==> src/rtl/epp_port_pkg.sv <==
// shared constants for the epp 1.7 read-cycle port
package epp_port_pkg;
  localparam int WORD_W = 8;
  localparam int CLK_MHZ = 250;
  localparam int TIMEOUT_US = 10;
  localparam int TIMEOUT_CYC = TIMEOUT_US * CLK_MHZ;
  localparam int RESET_CYC = 4;
  localparam int TO_STATUS_BIT = 0;
  localparam logic [7:0] DATA_RST = 8'h00;
endpackage

==> src/rtl/epp_capture_reg.sv <==
// byte-wide capture register with load enable and clock enable
`timescale 1ns/100ps
module epp_capture_reg #(
  parameter int W = 8
) (
  input wire logic clock,
  input wire logic nrst,
  input wire logic ce,
  input wire logic load,
  input wire logic [W-1:0] d,
  output logic [W-1:0] q
);
  logic [W-1:0] q_r;
  logic [W-1:0] q_nxt;

  // hold unless loading
  always_comb
  begin
    q_nxt = q_r;
    if (load)
      q_nxt = d;
  end

  always_ff @(posedge clock or negedge nrst)
  begin
    if (!nrst)
      q_r <= '0;
    else if (ce)
      q_r <= q_nxt;
  end

  assign q = q_r;
endmodule

==> src/rtl/epp_read_cycle_port.sv <==
// epp 1.7 read-cycle port: host strobes in, epp pins out
`timescale 1ns/100ps
module epp_read_cycle_port #(
  parameter int W = epp_port_pkg::WORD_W,
  parameter int TIMEOUT_CYCLES = epp_port_pkg::TIMEOUT_CYC
) (
  input wire logic clock,
  input wire logic nrst,
  input wire logic ce,
  input wire logic host_read,
  input wire logic host_sel_addr,
  input wire logic control_direction_bit,
  input wire logic control_write_override,
  input wire logic reset_request,
  input wire logic timeout_clear,
  input wire logic peripheral_wait_n,
  input wire logic peripheral_interrupt,
  input wire logic [W-1:0] pd_in,
  output logic [W-1:0] pd_out,
  output logic pd_oe_n,
  output logic [W-1:0] host_rdata,
  output logic iochrdy,
  output logic data_strobe_n,
  output logic addr_strobe_n,
  output logic write_indicator_n,
  output logic port_direction,
  output logic peripheral_reset_n,
  output logic host_interrupt,
  output logic timeout_status
);
  typedef enum logic [1:0] {IDLE, STROBE, DONE} state_t;
  localparam int TCW = $clog2(TIMEOUT_CYCLES + 1);
  localparam logic [TCW-1:0] TC_MAX = TCW'(TIMEOUT_CYCLES);

  state_t state_r, state_nxt;
  logic [TCW-1:0] tcnt_r, tcnt_nxt;
  logic dstb_r, dstb_nxt, astb_r, astb_nxt;
  logic rdy_r, rdy_nxt, dir_r, dir_nxt, wrn_r, wrn_nxt;
  logic to_r, to_nxt, rstn_r, rstn_nxt, peripheral_interrupt_r;
  logic [2:0] rcnt_r, rcnt_nxt;
  logic cap_load;
  logic [W-1:0] cap_q;
  logic expired;

  assign expired = (tcnt_r == TC_MAX);

  // cycle sequencer: strobe on read, release ready on wait or watchdog
  always_comb
  begin
    state_nxt = state_r;
    tcnt_nxt = tcnt_r;
    dstb_nxt = dstb_r;
    astb_nxt = astb_r;
    rdy_nxt = rdy_r;
    to_nxt = to_r;
    cap_load = 1'b0;
    if (timeout_clear)
      to_nxt = 1'b0;
    case (state_r)
      IDLE:
      begin
        rdy_nxt = 1'b1;
        tcnt_nxt = '0;
        if (host_read)
        begin
          state_nxt = STROBE;
          dstb_nxt = ~host_sel_addr;
          astb_nxt = host_sel_addr;
          rdy_nxt = 1'b0;
        end
      end
      STROBE:
      begin
        if (!expired)
          tcnt_nxt = tcnt_r + TCW'(1);
        // ready follows the released wait one cycle late, on the same edge that latches the byte
        rdy_nxt = peripheral_wait_n;
        if (peripheral_wait_n)
          cap_load = 1'b1;
        if (expired)
        begin
          rdy_nxt = 1'b1;
          to_nxt = 1'b1; // set beats clear
          dstb_nxt = 1'b0;
          astb_nxt = 1'b0;
          state_nxt = DONE; // abort
        end
        if (!host_read)
        begin
          dstb_nxt = 1'b0;
          astb_nxt = 1'b0;
          rdy_nxt = 1'b1;
          state_nxt = IDLE;
        end
      end
      DONE:
      begin
        rdy_nxt = 1'b1;
        if (!host_read)
          state_nxt = IDLE; // peripheral floats once strobe is gone
      end
      default:
        state_nxt = IDLE;
    endcase
  end

  // pin shaping: direction, write indicator, peripheral reset
  always_comb
  begin
    dir_nxt = control_direction_bit || (state_nxt == STROBE);
    wrn_nxt = 1'b1;
    if (control_write_override)
      wrn_nxt = 1'b0; // only override allowed
    rcnt_nxt = rcnt_r;
    rstn_nxt = 1'b1;
    if (reset_request)
      rcnt_nxt = 3'(epp_port_pkg::RESET_CYC);
    else if (rcnt_r != 3'h0)
      rcnt_nxt = rcnt_r - 3'h1;
    if (reset_request || rcnt_r != 3'h0)
      rstn_nxt = 1'b0;
  end

  always_ff @(posedge clock or negedge nrst)
  begin
    if (!nrst)
    begin
      state_r <= IDLE;
      tcnt_r <= '0;
      dstb_r <= 1'b0;
      astb_r <= 1'b0;
      rdy_r <= 1'b1;
      to_r <= 1'b0;
      dir_r <= 1'b0;
      wrn_r <= 1'b1;
      rcnt_r <= 3'h0;
      rstn_r <= 1'b0;
      peripheral_interrupt_r <= 1'b0;
    end
    else if (ce)
    begin
      state_r <= state_nxt;
      tcnt_r <= tcnt_nxt;
      dstb_r <= dstb_nxt;
      astb_r <= astb_nxt;
      rdy_r <= rdy_nxt;
      to_r <= to_nxt;
      dir_r <= dir_nxt;
      wrn_r <= wrn_nxt;
      rcnt_r <= rcnt_nxt;
      rstn_r <= rstn_nxt;
      peripheral_interrupt_r <= peripheral_interrupt; // no inversion
    end
  end

  // read data latch, loaded in STROBE while wait is released
  epp_capture_reg #(
    .W(W)
  ) u_cap (
    .clock(clock),
    .nrst(nrst),
    .ce(ce),
    .load(cap_load),
    .d(pd_in),
    .q(cap_q)
  );

  // read-only port: the bus is never driven, so the enable stays high
  assign pd_out = epp_port_pkg::DATA_RST;
  assign pd_oe_n = 1'b1;
  assign host_rdata = cap_q;
  assign iochrdy = rdy_r;
  assign data_strobe_n = ~dstb_r;
  assign addr_strobe_n = ~astb_r;
  assign write_indicator_n = wrn_r;
  assign port_direction = dir_r;
  assign peripheral_reset_n = rstn_r;
  assign host_interrupt = peripheral_interrupt_r;
  assign timeout_status = to_r;

  property p_strobe_on_read;
    @(posedge clock) disable iff (!nrst)
    (ce && state_r == IDLE && host_read) |=> (data_strobe_n ^ addr_strobe_n);
  endproperty
  a_strobe_on_read: assert property (p_strobe_on_read)
    else $error("no strobe after read start");

  property p_ready_held;
    @(posedge clock) disable iff (!nrst)
    (ce && state_r == STROBE && host_read && !peripheral_wait_n && !expired) |=> !iochrdy;
  endproperty
  a_ready_held: assert property (p_ready_held)
    else $error("ready released during wait");

  property p_strobe_drop;
    @(posedge clock) disable iff (!nrst)
    (ce && !host_read && state_r == STROBE) |=> (data_strobe_n && addr_strobe_n && iochrdy);
  endproperty
  a_strobe_drop: assert property (p_strobe_drop)
    else $error("strobe kept after host release");

  property p_dir;
    @(posedge clock) disable iff (!nrst)
    (!data_strobe_n || !addr_strobe_n) |-> port_direction;
  endproperty
  a_dir: assert property (p_dir)
    else $error("direction low during read");

  property p_timeout;
    @(posedge clock) disable iff (!nrst)
    (ce && state_r == STROBE && host_read && expired) |=> timeout_status && iochrdy;
  endproperty
  a_timeout: assert property (p_timeout)
    else $error("watchdog did not abort");

  property p_capture;
    @(posedge clock) disable iff (!nrst)
    (ce && state_r == STROBE && peripheral_wait_n) |=> (host_rdata == $past(pd_in));
  endproperty
  a_capture: assert property (p_capture)
    else $error("read data not captured");

  property p_peripheral_interrupt;
    @(posedge clock) disable iff (!nrst)
    ce |=> (host_interrupt == $past(peripheral_interrupt));
  endproperty
  a_peripheral_interrupt: assert property (p_peripheral_interrupt)
    else $error("interrupt altered");

  property p_wr;
    @(posedge clock) disable iff (!nrst)
    (ce && !control_write_override) |=> write_indicator_n;
  endproperty
  a_wr: assert property (p_wr)
    else $error("write indicator asserted without override");

  property p_rst;
    @(posedge clock) disable iff (!nrst)
    (ce && reset_request) |=> !peripheral_reset_n;
  endproperty
  a_rst: assert property (p_rst)
    else $error("reset output not asserted");

  property p_ready_release;
    @(posedge clock) disable iff (!nrst)
    (ce && state_r == STROBE && host_read && peripheral_wait_n) |=> iochrdy;
  endproperty
  a_ready_release: assert property (p_ready_release)
    else $error("ready not released after wait");

  property p_idle_ready;
    @(posedge clock) disable iff (!nrst)
    (ce && state_r == IDLE && !host_read) |=> iochrdy;
  endproperty
  a_idle_ready: assert property (p_idle_ready)
    else $error("ready low outside a cycle");

  // after an abort the strobes must stay off until the host lets go
  property p_done_hold;
    @(posedge clock) disable iff (!nrst)
    (ce && state_r == DONE) |=> (data_strobe_n && addr_strobe_n && iochrdy);
  endproperty
  a_done_hold: assert property (p_done_hold)
    else $error("strobe or wait state after abort");

  property p_dir_idle;
    @(posedge clock) disable iff (!nrst)
    (ce && state_r == IDLE && !host_read && !control_direction_bit) |=> !port_direction;
  endproperty
  a_dir_idle: assert property (p_dir_idle)
    else $error("direction high while idle");

  property p_wr_override;
    @(posedge clock) disable iff (!nrst)
    (ce && control_write_override) |=> !write_indicator_n;
  endproperty
  a_wr_override: assert property (p_wr_override)
    else $error("override did not assert write indicator");

  property p_rst_release;
    @(posedge clock) disable iff (!nrst)
    (ce && !reset_request && rcnt_r == 3'h0) |=> peripheral_reset_n;
  endproperty
  a_rst_release: assert property (p_rst_release)
    else $error("reset output stuck low");
endmodule
==> config.mk <==
export PLATFORM = sky130hd
export DESIGN_NAME = epp_read_cycle_port
export DESIGN_NICKNAME = d
export VERILOG_FILES = /design/src/rtl/epp_port_pkg.sv /design/src/rtl/epp_capture_reg.sv /design/src/rtl/epp_read_cycle_port.sv
export SDC_FILE = /design/constraint.sdc
export NUM_CORES = 1
export LEC_CHECK = 0
export BUFFER_PORTS_ARGS = -buffer_cell sky130_fd_sc_hd__buf_2
export CAP_MARGIN = 20
export CORE_UTILIZATION = 53
export CTS_CLUSTER_DIAMETER = 120
export CTS_CLUSTER_SIZE = 8
export DETAILED_ROUTE_END_ITERATION = 10
export PLACE_DENSITY = 0.85
export SYNTH_ARGS = -nofsm -noshare
export SYNTH_HDL_FRONTEND = slang
export SYNTH_SLANG_ARGS = --single-unit
==> constraint.sdc <==
create_clock -name clock -period 2.7 [get_ports clock]
set_clock_uncertainty 0.05 [all_clocks]
set_input_delay 0.27 -clock clock [delete_from_list [all_inputs] [get_ports clock]]
set_output_delay 0.27 -clock clock [all_outputs]
set_load 0.02 [all_outputs]
=== After elaboration in Yosys (flattened, before gate mapping) ===
Index checks and enable logic that the tools add are counted.

* Register bits: 33
* Bits of input ports: 19
* Output and inout port bits: 25
* Word-level logic and storage cells: 62

* Add/sub/neg operators: 2
* Equal/unequal tests: 7
* Mux-type cells: 26
* Bitwise operators: 3
* Reduce and logical (&&, ||, !) cells: 12

{| class="wikitable"
|+ Operators with widths
! operator !! count
|-
| 12-bit case mux with 2 select lines || 1
|-
| 1-bit 2-to-1 mux || 14
|-
| 12-bit by 1-bit adder with 12-bit output (second input constant) || 1
|-
| 12-bit == test (second input constant) || 1
|-
| 12-bit 2-to-1 mux || 1
|-
| 2-bit 2-to-1 mux || 4
|-
| 3-bit 2-to-1 mux || 2
|-
| 2-bit case mux with 3 select lines || 1
|-
| 2-bit AND reduction || 3
|-
| 3-bit nonzero test || 2
|-
| 2-bit by 1-bit == test with 1-bit output (second input constant) || 2
|-
| 2-bit inequality test (second input constant) || 2
|-
| 1-bit case mux with 2 select lines || 2
|-
| 4-bit AND reduction || 1
|-
| 2-bit nonzero test || 2
|-
| 3-bit inequality test (second input constant) || 1
|-
| 1-bit inverter || 3
|-
| 1-bit case mux with 3 select lines || 1
|-
| 3-bit AND reduction || 1
|-
| 3-bit by 1-bit subtractor with 3-bit output (second input constant) || 1
|-
| 2-bit == test (second input constant) || 1
|-
| 2-bit zero test || 1
|-
| 1-bit logical OR || 2
|}

=== Longest topological paths before layout ===
* Word-level depth: 6
* Depth in mapped cells: 7
* Depth with buffers taken out: 6

=== By module ===
A second synthesis with hierarchy kept.

* Cell total of the unflattened synthesis: 184
* Area, all modules: 1,804.2 sq um

{| class="wikitable"
|+ By module, submodules not included
! module !! times used !! cells an instance !! area each (sq um) !! seq. area each (sq um)
|-
| epp_read_cycle_port || 1 || 167 || 1,507.7 || 628.1
|-
| epp_capture_reg || 1 || 17 || 296.5 || 200.2
|}

=== Least setup slack after synthesis ===
No wires, ideal clock.

* Path kind: reg2reg
* Start point: reg state_r[0]
* End point: reg tcnt_r[10]
* Setup time: 0.078 ns
* Data arrival time: 1.782 ns
* Required time: 2.572 ns
* Setup slack: 0.789 ns
* Stages on the path, launching flop included: 8
* Path buffers: 1
* Period minus slack after synthesis: 1.911 ns
* Cell sequence: dfrtp_1 inv_1 ha_1 buf_2 o211ai_1 or2_2 or3_1 a21oi_1

* Cells in the longest elaborated chain, start to end: 3
* Elaborated cells on any way between the ends: 6
* Those cells by class: 2 x eq/ne; 1 x mux; 3 x reduce/logical

{| class="wikitable"
|+ Ends and longest elaborated chain
! element !! RTL line !! text
|-
| start: declaration || epp_read_cycle_port.sv:35 || <nowiki>state_t state_r, state_nxt;</nowiki>
|-
| start signal: assignment || epp_read_cycle_port.sv:142 || <nowiki>state_r <= state_nxt;</nowiki>
|-
| 2-bit by 1-bit == test with 1-bit output or 2-bit zero test (tied branches) || epp_read_cycle_port.sv:59 || <nowiki>case (state_r)</nowiki>
|-
| 2-bit inequality test (no line) or 2-bit nonzero test (tied branches) || - ||
|-
| 3-bit AND reduction (no line) || - ||
|-
| end signal: assignment || epp_read_cycle_port.sv:143 || <nowiki>tcnt_r <= tcnt_nxt;</nowiki>
|-
| end: declaration || epp_read_cycle_port.sv:36 || <nowiki>logic [TCW-1:0] tcnt_r, tcnt_nxt;</nowiki>
|}

Several ways; a longest one is shown, not always the timed one.
A chain may end at the register's enable or synchronous reset.

=== Worst setup path in the final report ===
Same ends and word-level chain as after synthesis.

==> results.toml <==
[status]
status = "complete, no violations"

[die]
die_h_um = 60.61
die-area_sq_um = 3674
start_util = 0.5774
die_w_um = 60.61
rows = 20
num_io_pins = 44
coreArea_sq_um = 3153

[timing]
worst_pin_slew_ns = 0.6992
period_share = 0.7914
fmax_mhz = 468.0
slew_viol_final = 0
postLayoutSetupSlackWorst_ns = 0.5631
layout_min_cycle_time_ns = 2.137
timing.slew.headroom = 0.5339
rsz0062_at_grt = "false"
tns_ns = 0
finalHoldViolCount = 0
setup_viol = 0

[finish]
finish.utilization = 0.6687
drive_gt1_frac = 0.2851
layout.cells.non_filler = 265
area_delta_synth_final_pct = 15.81
antenna_cells = 0
layout.nets = 247

[routing]
drcViolationCount = 0
dr.pass1.iters = 4
routed_wl_mm = 3.450
drt_iter0_drc = 87
drt-vias-per-instance = 5.275
ant_nets = 0
wl_per_cell_um = 13.02
via_count = 1398

[critical_path]
crit_path_top_delay_cell = "dfrtp_1"
worstPathArrival_ns = 2.34
startpoint_type = "flip-flop"
worst_r2r_path_depth = 6
timing.rr.start = "state_r[0]$_DFFE_PN0P_"
crit_chain = "inv_1 -> ha_1 -> o211ai_1 -> or2_2 -> or3_1 -> a21oi_1"
cp_max_fo = 9
worstSetupPathType = "flip-flop to flip-flop"
rrSetupSlack_ns = 0.56
critPathRequiredTime_ns = 2.91
r2r_end = "tcnt_r[10]$_DFFE_PN0P_"
slowest_delay_ns = 0.46
crit_path_end_kind = "flip-flop"

[placement]
dp_cells = 255
pre_cts_ws_ns = 0.5750
gp_congestion = 0.9756
portBuffers = 34
dpl.hpwl_mm = 2.566

[synth]
synth_seq_cells = 33
avgSynthCellArea_sq_um = 10.06
netlist_area_sq_um = 1820
synth_edf_count = 0
synth-main-ff-cell = "dfrtp_1"
ys_seq_area_frac = 0.4550
synthArstFlopShare = 1.000
yosys_warnings = 0
synthCells = 181
synth_cell_types = 47

[hold_path]
min-delay-start = "host_sel_addr"
hold_path_class = "input pin to flip-flop"
min_to = "dstb_r$_DFFE_PN0P_"
hold_depth = 2

[cts]
cts_tree = "built"
cts_made_buffers = 5
clkLatencyLatePin_ns = 0.33
cts_setup_buffers = 0
clock_path_buffers = 2
hold_buffers = 2
clock_sinks = 33
cts_htree_levels = 2
cts_resized = 0
root_buffer = "clkbuf_4"
cts.clk_slew.worst_paths_ns = 0.10

[global_routing]
grt_pass1_vias = 1278
grt_use_total = 0.2158
grt_overflow = 0
antenna_found_initial = 0
grt_pass1_wl_mm = 5.658
grt_max_degree = 34

[job]
maxCapViolCount = 0

[pwr]
max-vdd-ir-drop_uv = 417.1
leakage_nw = 0.9715
power_density_nw_per_um2 = 908.1
==> cells in the mapped netlist, types with 2 or more instances <==
| cell | n | share of area |
|---|---|---|
| nor3_1 | 3 | 0.0082 |
| or3_1 | 2 | 0.0069 |
| dfstp_2 | 2 | 0.029 |
| nor4_1 | 2 | 0.0069 |
| inv_1 | 14 | 0.029 |
| conb_1 | 2 | 0.0041 |
| o2bb2ai_1 | 2 | 0.0096 |
| nand2b_1 | 2 | 0.0069 |
| buf_4 | 9 | 0.037 |
| o211ai_1 | 3 | 0.012 |
| a31oi_1 | 2 | 0.0069 |
| nor3b_1 | 2 | 0.0082 |
| nand2_1 | 15 | 0.031 |
| mux2_2 | 11 | 0.068 |
| buf_1 | 2 | 0.0041 |
| nor2b_1 | 4 | 0.014 |
| ha_1 | 8 | 0.055 |
| nand3_1 | 5 | 0.014 |
| and2_1 | 2 | 0.0069 |
| a21oi_1 | 6 | 0.016 |
| xnor2_1 | 6 | 0.029 |
| o21ai_0 | 9 | 0.025 |
| dfrtp_1 | 31 | 0.43 |
| nand3b_1 | 2 | 0.0082 |
| o221ai_1 | 2 | 0.0096 |
| nor2_1 | 12 | 0.025 |
==> routing by layer <==
layer	GRT usage	vias to the layer above	wire, um
li1	-	686	-
met5	0	-	0
met1	0.2879	667	1561
met4	0.09091	0	67
met3	0.07036	8	157
met2	0.3250	37	1664
==> power by group <==
group	total (mW)	leakage, nW	internal [mW]	switching [mW]
Sequential	0.782	0.413	0.655	0.127
Clock	0.377	0.0455	0.221	0.156
Combinational	0.756	0.513	0.313	0.443
Total	1.91	0.971	1.19	0.726
==> worst max-delay path by stage <==
stage	from	end
after floorplan	state_r[0]$_DFFE_PN0P_	tcnt_r[10]$_DFFE_PN0P_
after global placement	tcnt_r[5]$_DFFE_PN0P_	astb_r$_DFFE_PN0P_
after detailed placement	state_r[0]$_DFFE_PN0P_	tcnt_r[10]$_DFFE_PN0P_
after CTS	state_r[0]$_DFFE_PN0P_	tcnt_r[10]$_DFFE_PN0P_
after global routing	state_r[0]$_DFFE_PN0P_	tcnt_r[10]$_DFFE_PN0P_
final	state_r[0]$_DFFE_PN0P_	tcnt_r[10]$_DFFE_PN0P_
==> worst max-delay path: cells and delay by family (launching register included) <==
| family | cells | cell delay [ns] |
|---|---|---|
| fa+ha+maj | 1 | 0.30 |
| simple gates | 2 | 0.74 |
| compound gates | 2 | 0.40 |
| buf+inv | 1 | 0.11 |
| flops | 1 | 0.46 |
==> cell type report <==
cell class,count,area (sq um)
multi-input combinational,128,882.1
clock inverter,1,30.03
inverter,14,52.55
timing repair buffer,38,205.2
clock buffer,7,55.05
fill,258,1045
tap,44,55.05
sequential,33,828.3
==> stage by stage <==
step	area, sq um	total power [mW]	hold slack (ns)
CTS	2108	1.931	0.03788
global route	2108	2.057	0.04318
detailed placement	2003	1.537	0.3132
finish	2108	1.915	0.05687
floorplan	1847	1.311	-0.07559
global placement	2003	1.507	0.3140
==> logic make-up after synthesis <==
group	share of synthesized area
xor+xnor	0.02887
mux	0.07354
buf+inv	0.07491
compound gates	0.1320
other cells	0.004125
fa+ha+maj	0.05499
simple gates	0.1766
flops	0.4550
==> placed cells by master (no fill, tap or decap), types with 2 or more instances in the layout <==
master / Yosys / layout
nor2b_1: 4 / 4
xnor2_1: 6 / 6
nor2_1: 12 / 12
mux2_2: 11 / 11
inv_1: 14 / 14
o221ai_1: 2 / 2
o211ai_1: 3 / 3
dlygate4sd3_1: 0 / 2
nand2_1: 15 / 15
and2_1: 2 / 2
nand3_1: 5 / 5
o21ai_0: 9 / 9
or3_1: 2 / 2
ha_1: 8 / 8
nor4_1: 2 / 2
buf_2: 1 / 34
nand2b_1: 2 / 2
conb_1: 2 / 9
dfrtp_1: 31 / 31
clkbuf_4: 0 / 5
a31oi_1: 2 / 2
dfstp_2: 2 / 2
nor3_1: 3 / 3
o2bb2ai_1: 2 / 2
nand3b_1: 2 / 2
nor3b_1: 2 / 2
a21oi_1: 6 / 6
buf_4: 9 / 2
==> flip-flops by register name, summed over array words and instances, names as in the netlist <==
signal              flops
peripheral_reset_n      1
tcnt_r                 12
state_r                 2
write_indicator_n       1
dstb_r                  1
u_cap.q                 8
host_interrupt          1
timeout_status          1
rcnt_r                  3
port_direction          1
iochrdy                 1
astb_r                  1
Power figures use the tool's default switching activity.
